--- config.mk ---
export PLATFORM = sky130hd
export DESIGN_NAME = general_event_enable_gating
export DESIGN_NICKNAME = d
export VERILOG_FILES = /design/src/verilog/gpe_pkg.sv /design/src/verilog/gpe_status.sv /design/src/verilog/general_event_enable_gating.sv
export SDC_FILE = /design/constraint.sdc
export NUM_CORES = 1
export LEC_CHECK = 0
export ABC_AREA = 1
export BUFFER_PORTS_ARGS = -buffer_cell sky130_fd_sc_hd__clkbuf_2
export CAP_MARGIN = 0
export CORE_ASPECT_RATIO = 1.1
export CORE_MARGIN = 1
export CORE_UTILIZATION = 52
export CTS_BUF_LIST = sky130_fd_sc_hd__clkbuf_8
export CTS_CLUSTER_SIZE = 28
export DETAILED_ROUTE_END_ITERATION = 10
export PLACE_DENSITY = 0.82
export SLEW_MARGIN = 10
export SYNTH_ARGS = -nofsm -noshare
export SYNTH_HDL_FRONTEND = slang
export SYNTH_SLANG_ARGS = --single-unit
--- constraint.sdc ---
create_clock -name clk_i -period 1.23 [get_ports clk_i]
set_input_delay 0.246 -clock clk_i [delete_from_list [all_inputs] [get_ports clk_i]]
set_output_delay 0.246 -clock clk_i [all_outputs]
set_load 0.005 [all_outputs]
--- src/verilog/gpe_pkg.sv ---
// package: offsets, field positions, reset values and carriers for the general event enable block
package gpe_pkg;

  // ---------------------------------------------------------------
  // register map
  // ---------------------------------------------------------------
  localparam logic [7:0] general_event_enable_offset = 8'h2C;
  localparam logic [7:0] general_event_status_offset = 8'h28;
  localparam logic [31:0] general_event_enable_reset = 32'h0000_0000;

  // ---------------------------------------------------------------
  // bit positions
  // ---------------------------------------------------------------
  localparam int thermal_event_enable_bit = 0;
  localparam int thermal_pin_polarity_bit = 2;
  localparam int host1_wake_enable_bit = 3;
  localparam int host2_wake_enable_bit = 4;
  localparam int codec_link_wake_enable_bit = 5;
  localparam int health_logic_sci_enable_bit = 6;
  localparam int ring_wake_enable_bit = 8;
  localparam int pci_wake_enable_bit = 11;
  localparam int host3_wake_enable_bit = 12;
  localparam int internal_bus_wake_enable_bit = 13;
  localparam int host4_wake_enable_bit = 14;
  localparam int input_event_lsb = 16;
  localparam int input_event_count = 16;

  // ---------------------------------------------------------------
  // bit groups
  // ---------------------------------------------------------------
  localparam logic [31:0] implemented_mask = 32'hFFFF_797D;
  localparam logic [31:0] resume_well_mask = 32'hFFFF_10FF;
  localparam logic [31:0] rtc_well_mask = 32'h0000_EF00;
  // status bits whose enable routes to an sci
  localparam logic [31:0] sci_source_mask = 32'hFFFF_2841;
  // status bits whose enable routes to a wake
  localparam logic [31:0] wake_source_mask = 32'hFFFF_7938;
  // status bits whose enable routes to a system management interrupt
  localparam logic [31:0] smi_source_mask = 32'h0000_2001;

  // ---------------------------------------------------------------
  // sleep kinds
  // ---------------------------------------------------------------
  localparam logic [2:0] sleep_kind_soft_off = 3'h5;

  // io read and write carrier
  typedef struct packed {
    logic wr;
    logic rd;
    logic [7:0] addr;
    logic [31:0] data;
  } io_req_s;

  // raw event sources
  typedef struct packed {
    logic [15:0] input_event;
    logic host4_wake;
    logic internal_bus_wake;
    logic host3_wake;
    logic pci_wake;
    logic ring_wake;
    logic health_logic_sci;
    logic codec_link_wake;
    logic host2_wake;
    logic host1_wake;
  } event_src_s;

endpackage

--- src/verilog/gpe_status.sv ---
// sticky event status register, written one to clear
`timescale 1ns/1ps
module gpe_status (
  input wire logic clk_i,
  input wire logic resetn_i,
  input wire logic [31:0] set_i,
  input wire logic [31:0] clear_i,
  output logic [31:0] status_o
);

  // ---------------------------------------------------------------
  // sticky bits
  // ---------------------------------------------------------------
  // a set arriving with its clear wins so no event is lost
  genvar g;
  generate
    for (g = 0; g < 32; g++) begin : g_bit
      always_ff @(posedge clk_i or negedge resetn_i) begin
        if (!resetn_i) begin
          status_o[g] <= 1'b0;
        end else if (set_i[g]) begin
          status_o[g] <= 1'b1;
        end else if (clear_i[g]) begin
          status_o[g] <= 1'b0;
        end
      end
    end
  endgenerate

endmodule

--- src/verilog/general_event_enable_gating.sv ---
// general event enable register with status pairing and wake / sci / smi gating
`timescale 1ns/1ps
// How it works
// - each enable bit gates only the status bit at its own position.
// - power button override or thermal trip clears every enable bit.
// - resume reset clears resume-well bits; rtc reset clears rtc-well bits.
// - bits 31..16 let input event status raise sci and wake; resume reset clears.
// - bit 14 lets host 4 wake status raise a wake.
// - bit 12 lets host 3 wake status raise a wake.
// - bit 13 lets internal bus status raise wake, sci or smi; default zero.
// - internal bus wakes from sleep one..four, soft-off unless override entered it.
// - bit 13 cleared by software, rtc reset, override or trip, not hard reset.
// - bit 11 lets pci wake raise sci, and a wake unless override entered soft-off.
// - bit 8 lets ring status wake; survives mechanical-off and hard reset.
// - bit 6 lets health logic status raise an sci.
// - bit 5 lets codec link status raise a wake.
// - bits 4 and 3 let hosts 2 and 1 raise a wake.
// - bit 2 picks which thermal pin level sets thermal status.
// - bit 0 lets thermal status, set by the active pin whatever bit 0 holds, raise sci and smi.
module general_event_enable_gating (
  input wire logic clk_i,
  input wire logic resetn_i,
  input wire logic resume_well_resetn_i,
  input wire logic rtc_well_resetn_i,
  input wire logic hard_resetn_i,
  input wire gpe_pkg::io_req_s io_req_i,
  output logic [31:0] io_rdata_o,
  input wire gpe_pkg::event_src_s event_src_i,
  input wire logic thermal_pin_i,
  input wire logic button_override_i,
  input wire logic thermal_trip_i,
  input wire logic [2:0] sleep_kind_i,
  input wire logic sleeping_i,
  input wire logic off_by_override_i,
  output logic [31:0] general_event_enable_o,
  output logic wake_request_o,
  output logic sci_request_o,
  output logic smi_request_o
);

  // ---------------------------------------------------------------
  // pin synchronisers
  // ---------------------------------------------------------------
  logic [1:0] thermal_sync;
  logic [1:0] override_sync;
  logic [1:0] trip_sync;

  // the first stage only feeds the second
  always_ff @(posedge clk_i or negedge resetn_i) begin
    if (!resetn_i) begin
      // the pin idles high; a low reset value would pose as an asserted pin for two cycles
      thermal_sync <= 2'h3;
      override_sync <= 2'h0;
      trip_sync <= 2'h0;
    end else begin
      thermal_sync <= {thermal_sync[0], thermal_pin_i};
      override_sync <= {override_sync[0], button_override_i};
      trip_sync <= {trip_sync[0], thermal_trip_i};
    end
  end

  logic thermal_level;
  logic clear_all;
  assign thermal_level = thermal_sync[1];
  assign clear_all = override_sync[1] | trip_sync[1];

  // ---------------------------------------------------------------
  // address decode
  // ---------------------------------------------------------------
  function automatic logic hit(input logic [7:0] addr, input logic [7:0] offset);
    hit = (addr == offset);
  endfunction

  logic enable_write;
  logic status_write;
  assign enable_write = io_req_i.wr & hit(io_req_i.addr, gpe_pkg::general_event_enable_offset);
  assign status_write = io_req_i.wr & hit(io_req_i.addr, gpe_pkg::general_event_status_offset);

  // ---------------------------------------------------------------
  // enable register, two power wells
  // ---------------------------------------------------------------
  logic [31:0] resume_bits;
  logic [31:0] rtc_bits;
  logic [31:0] write_value;
  // reserved positions never store
  assign write_value = io_req_i.data & gpe_pkg::implemented_mask;

  // resume well; a hard reset also reaches these bits
  always_ff @(posedge clk_i or negedge resume_well_resetn_i) begin
    if (!resume_well_resetn_i) begin
      resume_bits <= gpe_pkg::general_event_enable_reset;
    end else if (clear_all) begin
      resume_bits <= gpe_pkg::general_event_enable_reset;
    end else if (!hard_resetn_i) begin
      resume_bits <= gpe_pkg::general_event_enable_reset;
    end else if (enable_write) begin
      resume_bits <= write_value & gpe_pkg::resume_well_mask;
    end
  end

  // rtc well; a hard reset from the reset control port leaves it alone
  always_ff @(posedge clk_i or negedge rtc_well_resetn_i) begin
    if (!rtc_well_resetn_i) begin
      rtc_bits <= gpe_pkg::general_event_enable_reset;
    end else if (clear_all) begin
      rtc_bits <= gpe_pkg::general_event_enable_reset;
    end else if (enable_write) begin
      rtc_bits <= write_value & gpe_pkg::rtc_well_mask;
    end
  end

  logic [31:0] enable;
  assign enable = resume_bits | rtc_bits;
  assign general_event_enable_o = enable;

  // ---------------------------------------------------------------
  // status capture
  // ---------------------------------------------------------------
  logic thermal_active;
  logic [31:0] status_set;
  logic [31:0] status;
  // polarity bit chooses the level that counts as asserted
  assign thermal_active = enable[gpe_pkg::thermal_pin_polarity_bit] ? thermal_level : ~thermal_level;

  always_comb begin
    status_set = 32'h0000_0000;
    status_set[gpe_pkg::thermal_event_enable_bit] = thermal_active;
    status_set[gpe_pkg::host1_wake_enable_bit] = event_src_i.host1_wake;
    status_set[gpe_pkg::host2_wake_enable_bit] = event_src_i.host2_wake;
    status_set[gpe_pkg::codec_link_wake_enable_bit] = event_src_i.codec_link_wake;
    status_set[gpe_pkg::health_logic_sci_enable_bit] = event_src_i.health_logic_sci;
    status_set[gpe_pkg::ring_wake_enable_bit] = event_src_i.ring_wake;
    status_set[gpe_pkg::pci_wake_enable_bit] = event_src_i.pci_wake;
    status_set[gpe_pkg::host3_wake_enable_bit] = event_src_i.host3_wake;
    status_set[gpe_pkg::internal_bus_wake_enable_bit] = event_src_i.internal_bus_wake;
    status_set[gpe_pkg::host4_wake_enable_bit] = event_src_i.host4_wake;
    status_set[31:16] = event_src_i.input_event;
  end

  gpe_status u_status (
    .clk_i(clk_i),
    .resetn_i(resume_well_resetn_i),
    .set_i(status_set),
    .clear_i(status_write ? (io_req_i.data & gpe_pkg::implemented_mask) : 32'h0000_0000),
    .status_o(status)
  );

  // ---------------------------------------------------------------
  // gating
  // ---------------------------------------------------------------
  logic [31:0] armed;
  logic soft_off;
  logic wake_allowed;
  logic [31:0] wake_gate;
  // each enable only meets its own status bit
  assign armed = status & enable;

  // soft-off entered by button override may not be woken from these sources
  assign soft_off = (sleep_kind_i == gpe_pkg::sleep_kind_soft_off);
  assign wake_allowed = !(sleeping_i && soft_off && off_by_override_i);

  always_comb begin
    wake_gate = gpe_pkg::wake_source_mask;
    wake_gate[gpe_pkg::internal_bus_wake_enable_bit] = wake_allowed;
    wake_gate[gpe_pkg::pci_wake_enable_bit] = wake_allowed;
  end

  // requests are registered so they stay glitch free at the pins
  always_ff @(posedge clk_i or negedge resetn_i) begin
    if (!resetn_i) begin
      wake_request_o <= 1'b0;
      sci_request_o <= 1'b0;
      smi_request_o <= 1'b0;
    end else begin
      wake_request_o <= |(armed & wake_gate);
      sci_request_o <= |(armed & gpe_pkg::sci_source_mask);
      smi_request_o <= |(armed & gpe_pkg::smi_source_mask);
    end
  end

  // ---------------------------------------------------------------
  // read data
  // ---------------------------------------------------------------
  always_ff @(posedge clk_i or negedge resetn_i) begin
    if (!resetn_i) begin
      io_rdata_o <= 32'h0000_0000;
    end else if (io_req_i.rd && hit(io_req_i.addr, gpe_pkg::general_event_enable_offset)) begin
      io_rdata_o <= enable & gpe_pkg::implemented_mask;
    end else if (io_req_i.rd && hit(io_req_i.addr, gpe_pkg::general_event_status_offset)) begin
      io_rdata_o <= status;
    end else begin
      io_rdata_o <= 32'h0000_0000;
    end
  end

  // ---------------------------------------------------------------
  // checks
  // ---------------------------------------------------------------
  a_reserved_read_zero: assert property (@(posedge clk_i) disable iff (!resetn_i)
    (enable & ~gpe_pkg::implemented_mask) == 32'h0) else $error("reserved enable bit set");

  a_clear_all_enables: assert property (@(posedge clk_i) disable iff (!resetn_i)
    clear_all |=> enable == 32'h0) else $error("enables survived override or trip");

  a_write_stores: assert property (@(posedge clk_i) disable iff (!resetn_i || !hard_resetn_i)
    enable_write && !clear_all |=> enable == $past(write_value)) else $error("enable write lost");

  a_hard_keeps_rtc: assert property (@(posedge clk_i) disable iff (!resetn_i)
    !hard_resetn_i && !clear_all && !enable_write |=> rtc_bits == $past(rtc_bits)) else $error("rtc bit lost");

  a_status_sticky: assert property (@(posedge clk_i) disable iff (!resetn_i || !resume_well_resetn_i)
    status[3] && !status_write |=> status[3]) else $error("status dropped without clear");

  a_thermal_sets: assert property (@(posedge clk_i) disable iff (!resetn_i || !resume_well_resetn_i)
    thermal_active |=> status[0]) else $error("thermal status not set");

  a_wake_follows: assert property (@(posedge clk_i) disable iff (!resetn_i)
    (armed[4] || armed[3]) |=> wake_request_o) else $error("host wake not raised");

  a_sci_follows: assert property (@(posedge clk_i) disable iff (!resetn_i)
    armed[6] |=> sci_request_o) else $error("health sci not raised");

  a_no_override_wake: assert property (@(posedge clk_i) disable iff (!resetn_i)
    sleeping_i && soft_off && off_by_override_i && (armed & gpe_pkg::wake_source_mask
    & ~((32'h1 << gpe_pkg::internal_bus_wake_enable_bit) | (32'h1 << gpe_pkg::pci_wake_enable_bit))) == 32'h0
    |=> !wake_request_o)
    else $error("wake after override");

  // ---------------------------------------------------------------
  // checks: resets, clears and status capture
  // ---------------------------------------------------------------
  a_resume_reset_clears: assert property (@(posedge clk_i) disable iff (!resetn_i)
    !resume_well_resetn_i |-> (general_event_enable_o & gpe_pkg::resume_well_mask) == 32'h0 && status == 32'h0)
    else $error("resume well bits survived their reset");

  a_rtc_reset_clears: assert property (@(posedge clk_i) disable iff (!resetn_i)
    !rtc_well_resetn_i |-> (general_event_enable_o & gpe_pkg::rtc_well_mask) == 32'h0)
    else $error("rtc well bits survived their reset");

  a_override_clears: assert property (@(posedge clk_i) disable iff (!resetn_i)
    override_sync[1] |=> general_event_enable_o == 32'h0)
    else $error("enables survived button override");

  a_trip_clears: assert property (@(posedge clk_i) disable iff (!resetn_i)
    trip_sync[1] |=> general_event_enable_o == 32'h0)
    else $error("enables survived thermal trip");

  a_status_clears: assert property (@(posedge clk_i) disable iff (!resetn_i)
    status_write && io_req_i.data[gpe_pkg::host1_wake_enable_bit] && !status_set[gpe_pkg::host1_wake_enable_bit]
    |=> !status[gpe_pkg::host1_wake_enable_bit])
    else $error("status not cleared by write of one");

  a_host3_status: assert property (@(posedge clk_i) disable iff (!resetn_i || !resume_well_resetn_i)
    event_src_i.host3_wake |=> status[gpe_pkg::host3_wake_enable_bit])
    else $error("host 3 wake status not set");

  a_host4_status: assert property (@(posedge clk_i) disable iff (!resetn_i || !resume_well_resetn_i)
    event_src_i.host4_wake |=> status[gpe_pkg::host4_wake_enable_bit])
    else $error("host 4 wake status not set");

  a_polarity_sets: assert property (@(posedge clk_i) disable iff (!resetn_i || !resume_well_resetn_i)
    enable[gpe_pkg::thermal_pin_polarity_bit] == thermal_level |=> status[gpe_pkg::thermal_event_enable_bit])
    else $error("selected thermal level did not set status");

  // ---------------------------------------------------------------
  // checks: request routing and read back
  // ---------------------------------------------------------------
  a_input_requests: assert property (@(posedge clk_i) disable iff (!resetn_i)
    armed[31:16] != 16'h0 |=> wake_request_o && sci_request_o)
    else $error("input event request missing");

  a_host4_wake: assert property (@(posedge clk_i) disable iff (!resetn_i)
    armed[gpe_pkg::host4_wake_enable_bit] |=> wake_request_o)
    else $error("host 4 wake not raised");

  a_host3_wake: assert property (@(posedge clk_i) disable iff (!resetn_i)
    armed[gpe_pkg::host3_wake_enable_bit] |=> wake_request_o)
    else $error("host 3 wake not raised");

  a_bus_sci_smi: assert property (@(posedge clk_i) disable iff (!resetn_i)
    armed[gpe_pkg::internal_bus_wake_enable_bit] |=> sci_request_o && smi_request_o)
    else $error("internal bus sci or smi missing");

  a_bus_wake_allowed: assert property (@(posedge clk_i) disable iff (!resetn_i)
    armed[gpe_pkg::internal_bus_wake_enable_bit] && !(sleeping_i && soft_off && off_by_override_i) |=> wake_request_o)
    else $error("internal bus wake missing");

  a_pci_wake_sci: assert property (@(posedge clk_i) disable iff (!resetn_i)
    armed[gpe_pkg::pci_wake_enable_bit] && !(sleeping_i && soft_off && off_by_override_i)
    |=> wake_request_o && sci_request_o)
    else $error("pci wake or sci missing");

  a_ring_wake: assert property (@(posedge clk_i) disable iff (!resetn_i)
    armed[gpe_pkg::ring_wake_enable_bit] |=> wake_request_o)
    else $error("ring wake not raised");

  a_codec_wake: assert property (@(posedge clk_i) disable iff (!resetn_i)
    armed[gpe_pkg::codec_link_wake_enable_bit] |=> wake_request_o)
    else $error("codec link wake not raised");

  a_thermal_requests: assert property (@(posedge clk_i) disable iff (!resetn_i)
    armed[gpe_pkg::thermal_event_enable_bit] |=> sci_request_o && smi_request_o)
    else $error("thermal sci or smi missing");

  a_idle_no_request: assert property (@(posedge clk_i) disable iff (!resetn_i)
    armed == 32'h0 |=> !wake_request_o && !sci_request_o && !smi_request_o)
    else $error("request without an armed source");

  a_enable_readback: assert property (@(posedge clk_i) disable iff (!resetn_i)
    io_req_i.rd && hit(io_req_i.addr, gpe_pkg::general_event_enable_offset) |=> io_rdata_o == $past(general_event_enable_o))
    else $error("enable read back differs");

  a_rdata_reserved: assert property (@(posedge clk_i) disable iff (!resetn_i)
    (io_rdata_o & ~gpe_pkg::implemented_mask) == 32'h0)
    else $error("reserved read data bit set");

endmodule

# --- Yosys cells after proc, flatten, opt, wreduce, memory -nomap -nowiden ---
# Index checks and enable logic that the tools add are counted.
op_classes:
  n_addsub: 0
  mul: 0
  div_mod_pow: 0
  n_lt_le_gt_ge: 0
  n_eq_ne: 4
  n_shift: 0
  muxes: 61
  n_bitwise: 7
  reduce_logical: 35
ops:
  columns: ["operator", "n"]
  rows:
  - ["$mux 32", 8]
  - ["$and 32x32->32", 2]
  - ["$reduce_bool 2->1", 27]
  - ["$mux 1", 53]
  - ["$or 32x32->32", 1]
  - ["$reduce_or 32->1", 1]
  - ["$reduce_or 20->1", 1]
  - ["$eq 8x6->1 const B", 2]
  - ["$logic_and 1x1->1", 4]
  - ["$eq 3x3->1 const B", 1]
  - ["$ne 3x1->1 const B", 1]
  - ["$and 1x1->1", 2]
  - ["$reduce_or 2->1", 1]
  - ["$logic_not 1->1", 1]
  - ["$not 1->1", 1]
  - ["$or 1x1->1", 1]
totals:
  regBits: 131
  latch_bits: 0
  ramBits: 0
  romBits: 0
  elab_cells: 142
  memories: 0

# --- Logic depth before layout (Yosys ltp) ---
# Gate-level depths: netlist (run 1).
depth:
  word_depth: 6
  mapped_depth: 8
  mapped_depth_nobuf: 7

# --- Modules after synthesis ---
# A second synthesis (run 1) with hierarchy kept.
unflattened:
  cells_unflattened: 639
  hier_area_um2: 4835.9
modules_own_cells:
  columns: ["mod", "n_inst", "cells_each", "area_each_um2", "seq_area_each_um2"]
  rows:
  - ["general_event_enable_gating", 1, 479, 3554.7, 1704.1]
  - ["gpe_status", 1, 160, 1281.2, 800.8]

# --- Worst setup path before layout (run 1) ---
# OpenSTA, ideal clock, no wires.
synth_timing:
  path_type: "input to register"
  start: "input port io_req_i[39] in the netlist's numbering"
  end: "register resume_bits[31]"
  setup_time_ns: 0.118
  arrival_ns: 0.984
  required_ns: 1.112
  path_slack_ns: 0.128
  path_stages: 7
  path_buffers: 1
  path_cell_list: "nor2_2 inv_2 nor2_8 nand3_4 buf_6 nand3_1 nand2_1"
synth_via:
  elab_chain_cells: 3
synth_rtl:
  columns: ["item", "line", "text"]
  rows:
  - ["start, declared", "general_event_enable_gating.sv:26", "input wire gpe_pkg::io_req_s io_req_i,"]
  - ["$eq 8x6->1", "general_event_enable_gating.sv:71", "hit = (addr == offset);"]
  - ["$and 1x1->1", "general_event_enable_gating.sv:76", "assign enable_write = io_req_i.wr & hit(io_req_i.addr, gpe_pkg::general_event_enable_offset);"]
  - ["$ne 3x1->1 (no source line)", null, null]
  - ["end signal, assigned", "general_event_enable_gating.sv:91", "resume_bits <= gpe_pkg::general_event_enable_reset;"]
  - ["end signal, assigned", "general_event_enable_gating.sv:93", "resume_bits <= gpe_pkg::general_event_enable_reset;"]
  - ["end signal, assigned", "general_event_enable_gating.sv:95", "resume_bits <= gpe_pkg::general_event_enable_reset;"]
  - ["end, declared", "general_event_enable_gating.sv:82", "logic [31:0] resume_bits;"]
# Every way passes these cells.
# A chain may end at the register's enable or synchronous reset.

# --- Worst setup path after layout (run 1) ---
layout_timing:
  start: "register resume_bits[3]"
  end: "output port general_event_enable_o[3]"
layout_via:
  elab_chain_cells: 1
layout_rtl:
  columns: ["item", "line", "text"]
  rows:
  - ["$or 32x32->32", "general_event_enable_gating.sv:113", "assign enable = resume_bits | rtc_bits;"]
  - ["end, declared", "general_event_enable_gating.sv:35", "output logic [31:0] general_event_enable_o,"]
# Every way passes these cells.

==> key figures, run 1 <==
CTS
  – CTS Buf Count: 9
  – H-tree levels: 3
  – Root buffer cell: clkbuf_8
  – CTS tree: done
  – Worst-case clock buffer depth: 2
  – Clock sinks: 89
  – Reg clk slew, reported paths: ~80 ps
  – Worst skew pair latency: roughly 350 ps

STA
  – Final min period: roughly 1200 ps
  – Fmax: about 0.86 GHz
  – Final setup viols: 0
  – Slew Limit Fails: 0
  – Clock skew: about 12 ps
  – Final cycle utilization of the critical path: 0.9500
  – RSZ-0062 raised after global routing: false
  – Fin. Hold Viols: 0
  – Setup TNS: 0 ps
  – Final setup margin: roughly 60 ps

Cells and area
  – Fin area: ~5400 um2
  – Final std cells w/o fill: approximately 780
  – N_diodes: 0
  – Area Growth Syn to Fin: 24.94%
  – Layout cells sized above 1: 0.2834
  – Filler instances: 676
  – Final Util: 0.6744
  – Final net count: roughly 740

Floorplan
  – Initial core utilization: 0.5398
  – Die area: about 8600 um2
  – Die width: approximately 89 um
  – Die height: between 90 and 100 um
  – Core area: approximately 8000 um2
  – Row cnt: 34
  – I/O Pins: around 150

Worst setup path
  – FF-to-FF Start: trip_sync[1]$_DFF_PN0_
  – Crit end category: output port
  – Cell count of the worst reg-to-reg path: 4
  – Crit-path cells: clkbuf_2
  – Critical-path top delay cell: dfrtp_1
  – Critical Path AT: 920 ps
  – Critical path depth: 1
  – Path type of the worst setup path: flip-flop to output port
  – Worst Path Required: 980 ps
  – Startpoint Class: flip-flop
  – Buf/Inv on CP: 1
  – Slowest stage delay, CP: about 430 ps
  – Worst setup path start: resume_bits[3]$_DFFE_PN0P_
  – Largest delay share family, worst path: flip-flops
  – Critical-path maximum fanout: 4
  – Worst reg2reg setup slack: 60 ps

Yosys
  – Area leader, netlist: dfrtp_1
  – Sequential share of the synthesized area: 0.5192
  – Most common cell in the synthesized netlist: nand2_1
  – Post-synth EDFFs: 0
  – Cell variety after synth: 26
  – Netlist Area Pre-Place: 4294 um2
  – Synth cell count leaders: 175 x nand2_1, 87 x dfrtp_1, 55 x nand3_1
  – Largest cells by area after synthesis: dfrtp_1 51%, nand2_1 15%, nand4_1 7.7%
  – Yosys top cell area share: 0.5070
  – Syn avg cell area: 8.258 um2
  – Synth async-reset ratio: 1.000
  – Ys flop type: dfrtp_1
  – Syn Inst Count: between 500 and 600
  – YS warnings: 0
  – Synth Register Bits: about 90

Global route
  – Largest net degree at the start of global routing: 54
  – Initial antenna violation count: 0
  – Gr ovfl total: 0
  – Overall global routing resource usage: 0.2953
  – First-pass GRT wire length: about 19 mm
  – Vias in the first global route: about 4000

Placed design
  – Dpl cells: 752
  – Placed Instance Area: approximately 5000 um2
  – PortBufs: between 100 and 150
  – Worst Setup Slack post-DPL: -99.02 ps
  – DP HPWL: roughly 8.3 mm
  – GP Congestion: slightly below 0.9

Flow run
  – Max Cap Viol: 0

Route
  – Avg Vias per Cell: about 5.4
  – Vias: 4216
  – Drt drc: 0
  – Antenna viol nets, final: 0
  – Initial DRC Count: 359
  – Final wirelength: between 10 and 15 mm
  – Drt wl/cell: about 15 um
  – DR pass1 iterations: 6

Worst hold path
  – Worst Hold Class: primary input to flip-flop
  – Hold Startpoint: event_src_i[12]
  – Hold Path Depth: 3

Power and ir drop
  – Max VDD drop: 0.5539 mV
  – PD cells: 983.2 nW/um2
  – Pleak: 0.003195 uW

Status
  – Status: complete, no violations
layer usage:
layer  wire length, um  global-route usage  part of all wire
met1              4739              0.3902              0.40
met2              5735              0.4680              0.48
met3               924             0.04928             0.078
met4               440              0.1414             0.037
met5                 0                   0                 0
through the flow:
stage                     hold WS (ps)  total power [uW]
final                            72.10              5275
after global routing             67.05              5468
after CTS                        66.96              5292
after detailed placement         72.38              3461
after global placement           72.60              3452
after floorplan                 -49.59              3196
cells in the final DEF (no fill, tap or decap), drive strengths merged:
master       count
and3             1
buf             26
clkbuf         142
clkinv           4
conb            10
dfrtp           87
dfstp            2
dlygate4sd3      6
inv             57
nand2          177
nand3           58
nand4           53
nor2            15
nor3b            1
o21a             1
o21ai           26
xor2             1
final cells by class:
cell class,instances,area (um2),area share
inverter,56,210.2,0.03918
clock buffer,11,151.4,0.02822
tap,108,135.1,0.02519
clock inverter,5,31.28,0.005830
multi-input combinational,343,1622,0.3022
sequential,89,2230,0.4156
timing repair buffer,163,985.9,0.1838
where the power goes:
part / leakage (uW) / internal [uW] / switching, uW
Sequential: 0.00109 / 2940 / 7.33
Combinational: 0.00200 / 175 / 302
Clock: 0.000100 / 839 / 1010
worst register-to-register path, delay by kind of cell, from the launching register on:
family | cells | cell delay [ps]
buffers and inverters | 1 | 260
flip-flops | 1 | 420
AND/OR/NAND/NOR | 3 | 440
state kept, by name (all words and copies together) (netlist names):
signal	cells
io_rdata_o	27
u_status.status_o	26
resume_bits	23
rtc_bits	4
override_sync	2
thermal_sync	2
trip_sync	2
sci_request_o	1
smi_request_o	1
wake_request_o	1
final timing paths:
| path | endpoint |
|---|---|
| worst max-delay path | general_event_enable_o[3] |
| worst min-delay path | u_status.status_o[19]$_DFFE_PN0P_ |
| worst max register to register | resume_bits[20]$_DFFE_PN0P_ |
| worst min register to register | thermal_sync[1]$_DFF_PN1_ |
| max in group asynchronous | u_status.status_o[31]$_DFFE_PN0P_ |
| min in group asynchronous | rtc_bits[11]$_DFFE_PN0P_ |
timing repair:
action / 4_1_cts / 5_1_grt
hold buffers: 6 / 0
hold endpoints to repair: 90 / 0
setup buffers: 0 / 1
gates resized for setup: 0 / 2
endpoints found under the setup margin: 0 / 2
kinds of logic (layout without fill, tap and decap cells):
group                     after synthesis  in the layout  synth area share
AOI/OAI and AO/OA                      27             27           0.03205
xor gates and xnor gates                1              1          0.002040
buffers and inverters                  97            235            0.1128
DFF                                    89             89            0.5192
other                                   1             10         0.0008733
and+or+nand+nor                       305            305            0.3330
Note: power is estimated with default switching activity, not from simulation.
==> run 2: changes to the inputs <==
--- a/config.mk
+++ b/config.mk
@@ -5,12 +5,11 @@
 export SDC_FILE = /design/constraint.sdc
 export NUM_CORES = 1
 export LEC_CHECK = 0
-export ABC_AREA = 1
 export BUFFER_PORTS_ARGS = -buffer_cell sky130_fd_sc_hd__clkbuf_2
 export CAP_MARGIN = 0
 export CORE_ASPECT_RATIO = 1.1
 export CORE_MARGIN = 1
-export CORE_UTILIZATION = 52
+export CORE_UTILIZATION = 49
 export CTS_BUF_LIST = sky130_fd_sc_hd__clkbuf_8
 export CTS_CLUSTER_SIZE = 28
 export DETAILED_ROUTE_END_ITERATION = 10
==> key figures, run 2 <==
STA
  – Clock skew: 13.13 ps
  – RSZ-0062 raised after global routing: true
  – Final cycle utilization of the critical path: 1.266
  – Final setup viols: 94
  – Final setup margin: -326.7 ps
  – Final min period: ~1600 ps
  – Fin. Hold Viols: 0
  – Fmax: between 0.6 and 0.7 GHz
  – Final hold slack: 9.171 ps
  – Slew Limit Fails: 0
  – Setup TNS: -19030 ps

Cells and area
  – Largest registers: io_rdata_o x27, u_status.status_o x26, resume_bits x23
  – Final Util: 0.8005
  – Final net count: ~560
  – Area Growth Syn to Fin: 55.77%
  – Most common cell after layout, fill and taps aside: clkbuf_2
  – Final std cells w/o fill: around 560
  – Layout cells sized above 1: 0.5375
  – Commonest non-fill, non-tap cells in the layout: 124 x clkbuf_2, 86 x dfrtp_1, 55 x a22o_1
  – Reg with most FFs: io_rdata_o
  – Max reg flops: 27
  – N_diodes: 0

Power and ir drop
  – PD cells: between 900 and 1000 nW/um2
  – Max VDD drop: ~0.81 mV
  – Pleak: 0.002708 uW
  – Total Power: 5266 uW

Yosys
  – YS warnings: 0
  – Ys flop type: dfrtp_1
  – Sequential share of the synthesized area: 0.6466
  – Largest cells by area after synthesis: dfrtp_1 63%, a22o_1 14%, a21o_1 5.7%
  – Most common cell in the synthesized netlist: dfrtp_1
  – Synth cell count leaders: 87 x dfrtp_1, 55 x a22o_1, 31 x nand2_1
  – Synth async-reset ratio: 1.000
  – Post-synth EDFFs: 0
  – Area leader, netlist: dfrtp_1
  – Syn Inst Count: approximately 260
  – Netlist Area Pre-Place: 3448 um2
  – Syn avg cell area: ~13 um2
  – Yosys top cell area share: 0.6313
  – Synth Register Bits: 89
  – Cell variety after synth: 29

Global route
  – Overall global routing resource usage: 0.2959
  – First-pass GRT wire length: ~16 mm
  – Initial antenna violation count: 0
  – Largest net degree at the start of global routing: 50
  – Vias in the first global route: approximately 3200
  – Gr ovfl total: 0

Worst setup path
  – Critical-path maximum fanout: 6
  – Worst reg2reg setup slack: -210 ps
  – Worst Path Required: 1480 ps
  – Startpoint Class: primary input
  – Critical Path AT: about 1800 ps
  – Crit end category: flip-flop
  – Path type of the worst setup path: primary input to flip-flop

Route
  – Drt drc: 0
  – Avg Vias per Cell: about 5.6
  – Final wirelength: 11.06 mm
  – DR pass1 iterations: 4
  – Antenna viol nets, final: 0
  – Drt wl/cell: around 20 um
  – Initial DRC Count: about 300
  – Vias: 3145

CTS
  – Root buffer cell: clkbuf_8
  – Worst skew pair latency: between 300 and 400 ps
  – Reg clk slew, reported paths: around 90 ps
  – Clock sinks: 89
  – CTS tree: done
  – CTS Buf Count: 9
  – H-tree levels: 3
  – Worst-case clock buffer depth: 2

Floorplan
  – Die width: between 80 and 90 um
  – Row cnt: 31
  – I/O Pins: approximately 150
  – Die height: 89.99 um
  – Core area: 6710 um2
  – Die area: ~7400 um2
  – Initial core utilization: 0.5139

Status
  – Failing checks: negative setup slack
  – Status: finished with violations

Placed design
  – DP HPWL: 6.648 mm
  – Dpl cells: just over 500
  – PortBufs: between 100 and 150
  – GP Congestion: 0.8340

Flow run
  – Max Cap Viol: 0

Worst hold path
  – Worst Hold Class: primary input to flip-flop
## run 2: cell count changes in the layout (fill, tap and decap cells not counted), sizes merged, moves of 5 or more
| cell | delta |
|---|---|
| clkbuf | -6 |
| a221oi | +5 |
| nor2 | -13 |
| nand2 | -146 |
| nand3 | -53 |
| inv | -52 |
| nand4 | -52 |
| a21o | +26 |
| a22o | +55 |
| o21ai | -22 |
| buf | +60 |
## run 2: critical path, cell delays in order
cell	delay [ps]
clkbuf_2	80
or4b_4	540
buf_6	150
nor3_4	210
buf_12	160
clkbuf_16	150
nand2_1	80
a21o_1	190
## run 2: final timing paths
check	startpoint	end	depth (start not counted)
max in group asynchronous	resetn_i	override_sync[0]$_DFF_PN0_	3
min	button_override_i	override_sync[0]$_DFF_PN0_	1
max reg2reg	resume_bits[21]$_DFFE_PN0P_	wake_request_o$_DFF_PN0_	5
max	io_req_i[38]	u_status.status_o[6]$_DFFE_PN0P_	8
min in group asynchronous	rtc_well_resetn_i	rtc_bits[14]$_DFFE_PN0P_	2
min reg2reg	trip_sync[0]$_DFF_PN0_	trip_sync[1]$_DFF_PN0_	0
## run 2: metal layers
| layer | track usage | part of all wire |
|---|---|---|
| met1 | 0.3731 | 0.36 |
| met2 | 0.4890 | 0.54 |
| met3 | 0.05685 | 0.081 |
| met4 | 0.1228 | 0.022 |
| met5 | 0 | 0 |
## run 2: layout make-up
class | count | area (um2)
tap | 82 | 102.6
multi-input combinational | 156 | 1231
sequential | 89 | 2231
clock inverter | 6 | 55.05
fill | 390 | 1339
timing repair buffer | 217 | 1607
clock buffer | 10 | 137.6
inverter | 2 | 7.507
## run 2: cells by family after synthesis
kind of cell	synth area share
XOR/XNOR	0.002540
other	0.001087
AO/OA/AOI/OAI	0.2242
flip-flops	0.6466
AND/OR/NAND/NOR	0.07692
buffers and inverters	0.04862
## run 2: stage by stage
step                area [um2]  worst slack, ps
CTS                       5085           -244.4
global route              5371           -368.8
finish                    5371           -326.7
global placement          4521           -670.2
detailed placement        4521           -712.8
floorplan                 3498           -674.9
## run 2: power by group
part	switching, uW	internal (uW)
Combinational	178	145
Clock	1030	975
Sequential	5.22	2940
## run 2: repair_timing
action                                  CTS  global route
endpoints found under the hold margin    65             0
hold buffers                              5             0
pin swaps                                 8            45
cloned                                    5             3
endpoints found under the setup margin   96           101
resized for setup                        54            35
buffers inserted                         14            16
==> run 3: changes to the inputs <==
--- a/config.mk
+++ b/config.mk
@@ -13,7 +13,7 @@
 export CTS_BUF_LIST = sky130_fd_sc_hd__clkbuf_8
 export CTS_CLUSTER_SIZE = 28
 export DETAILED_ROUTE_END_ITERATION = 10
-export PLACE_DENSITY = 0.82
+export PLACE_DENSITY_LB_ADDON = 0.2
 export SLEW_MARGIN = 10
 export SYNTH_ARGS = -nofsm -noshare
 export SYNTH_HDL_FRONTEND = slang
==> key figures, run 3 (synthesis gave the netlist of run 2 again) <==
Status
  – Status: finished with violations
  – Failing checks: negative setup slack

CTS
  – CTS Buf Count: 9
  – CTS tree: done
  – H-tree levels: 3
  – Root buffer cell: clkbuf_8
  – Clock sinks: between 80 and 90
  – Worst skew pair latency: around 340 ps
  – Worst-case clock buffer depth: 2
  – Reg clk slew, reported paths: approximately 90 ps

Worst setup path
  – Critical Path AT: 1770 ps
  – Path type of the worst setup path: primary input to flip-flop
  – Crit end category: flip-flop
  – Worst Path Required: between 1000 and 1500 ps
  – Startpoint Class: primary input
  – Slowest stage delay, CP: about 540 ps
  – Critical-path top delay cell: or4b_4
  – Critical-path maximum fanout: 5
  – Most frequent CP cell: buf_6
  – Crit-path cells: buf_6 -> or4b_4 -> buf_6 -> nor3_4 -> buf_6 -> clkbuf_16 -> nand2_2 -> a21o_1

Route
  – Avg Vias per Cell: between 5 and 6
  – Drt drc: 0
  – Max Used Layer: met4
  – Met3 routed WL: 646 um
  – Drt wl/cell: 18.85 um
  – Initial DRC Count: approximately 240
  – Antenna viol nets, final: 0
  – DR pass1 iterations: 4
  – Vias: between 3000 and 4000
  – Final wirelength: approximately 11 mm
  – Met1 WL: between 4 and 5 mm
  – Routed wl met2: 5.349 mm

STA
  – Fin. Hold Viols: 0
  – Final hold slack: roughly 17 ps
  – Clock skew: about 11 ps
  – Fmax: roughly 0.65 GHz
  – Final cycle utilization of the critical path: 1.245
  – Final setup viols: 84
  – Final min period: 1532 ps
  – RSZ-0062 raised after global routing: true
  – Slew Limit Fails: 0
  – Final setup margin: -301.6 ps

Global route
  – Vias in the first global route: slightly below 3000
  – Gr ovfl total: 0
  – Initial antenna violation count: 0
  – Largest net degree at the start of global routing: 50
  – Overall global routing resource usage: 0.2677
  – First-pass GRT wire length: 14.68 mm

Placed design
  – GP Congestion: between 0.8 and 0.9
  – Worst Setup Slack post-DPL: -721.5 ps
  – DP HPWL: approximately 6.2 mm
  – Dpl cells: about 510
  – PortBufs: between 100 and 150

Cells and area
  – Final net count: 550
  – Largest registers: io_rdata_o x27, u_status.status_o x26, resume_bits x23
  – N_diodes: 0
  – Layout cells sized above 1: 0.5726
  – Commonest non-fill, non-tap cells in the layout: 125 x clkbuf_2, 87 x dfrtp_1, 55 x a22o_1
  – Max reg flops: 27
  – Final std cells w/o fill: roughly 560
  – Most common cell after layout, fill and taps aside: clkbuf_2
  – Area Growth Syn to Fin: 57.91%
  – Reg with most FFs: io_rdata_o

Floorplan
  – Die width: between 80 and 90 um
  – Core area: roughly 6700 um2
  – Die height: 89.99 um
  – Row cnt: 31
  – Initial core utilization: 0.5139
  – Die area: around 7400 um2
  – I/O Pins: 147

Power and ir drop
  – Max VDD drop: approximately 0.64 mV
  – PD cells: 991.2 nW/um2
  – Pleak: 0.002771 uW

Worst hold path
  – Worst Hold Class: primary input to flip-flop

Flow run
  – Max Cap Viol: 0
==> run 3: cell count changes in the layout (fill, tap and decap cells not counted), sizes merged <==
cell | before | now
buf | 86 | 78
nor2b | 3 | 5
clkbuf | 136 | 139
inv | 5 | 4
clkinv | 2 | 0
clkinvlp | 0 | 1
==> run 3: final timing paths <==
kind / start / end / slack (ps) / cells after the start
setup / recovery: io_req_i[34] / u_status.status_o[23]$_DFFE_PN0P_ / -300 / 8
hold / removal: thermal_trip_i / trip_sync[0]$_DFF_PN0_ / 20 / 1
setup reg to reg: resume_bits[16]$_DFFE_PN0P_ / wake_request_o$_DFF_PN0_ / -260 / 4
hold reg to reg: override_sync[0]$_DFF_PN0_ / override_sync[1]$_DFF_PN0_ / 350 / 0
max in group asynchronous: resetn_i / io_rdata_o[27]$_DFF_PN0_ / 420 / 3
min in group asynchronous: rtc_well_resetn_i / rtc_bits[14]$_DFFE_PN0P_ / 240 / 2
==> run 3: critical path, delay by kind of cell <==
family | cells | cell delay (ps)
compound gates | 1 | 150
buf+inv | 4 | 580
simple gates | 3 | 790
==> run 3: report_power, final <==
part	switching, uW	total, uW	internal (uW)	leakage, uW
sequential	5.73	2940	2940	0.00109
clock	1010	2120	1110	0.000110
combinational	189	336	147	0.00157
total	1200	5400	4190	0.00277
==> run 3: area by class of cell <==
class	instances	area, um2
multi-input combinational	158	1334
clock buffer	12	165.2
inverter	2	7.507
clock inverter	4	50.05
timing repair buffer	210	1556
sequential	89	2230
tap	82	102.6
fill	409	1265
==> run 3: routing by layer <==
layer  vias up  track usage
li1       1370            -
met5         -            0
met2       158       0.4256
met1      1558       0.3715
met3        17      0.04061
met4         0      0.08918
==> run 3: per-stage QoR <==
stage	TNS, ps	power [uW]	utilization	area, um2
global placement	-47750	3271	0.6763	4538
finish	-15890	5397	0.8115	5445
global route	-17900	5584	0.8115	5445
floorplan	-42520	3072	-	3498
detailed placement	-50770	3279	0.6763	4538
CTS	-14070	5378	0.7505	5036
==> run 3: what timing repair did <==
action	in CTS	in global routing
pin swaps	6	63
resized for setup	36	69
hold buffers	4	1
gates cloned	4	5
setup buffers	9	15
setup endpoints to repair	91	101
hold endpoints to repair	64	1
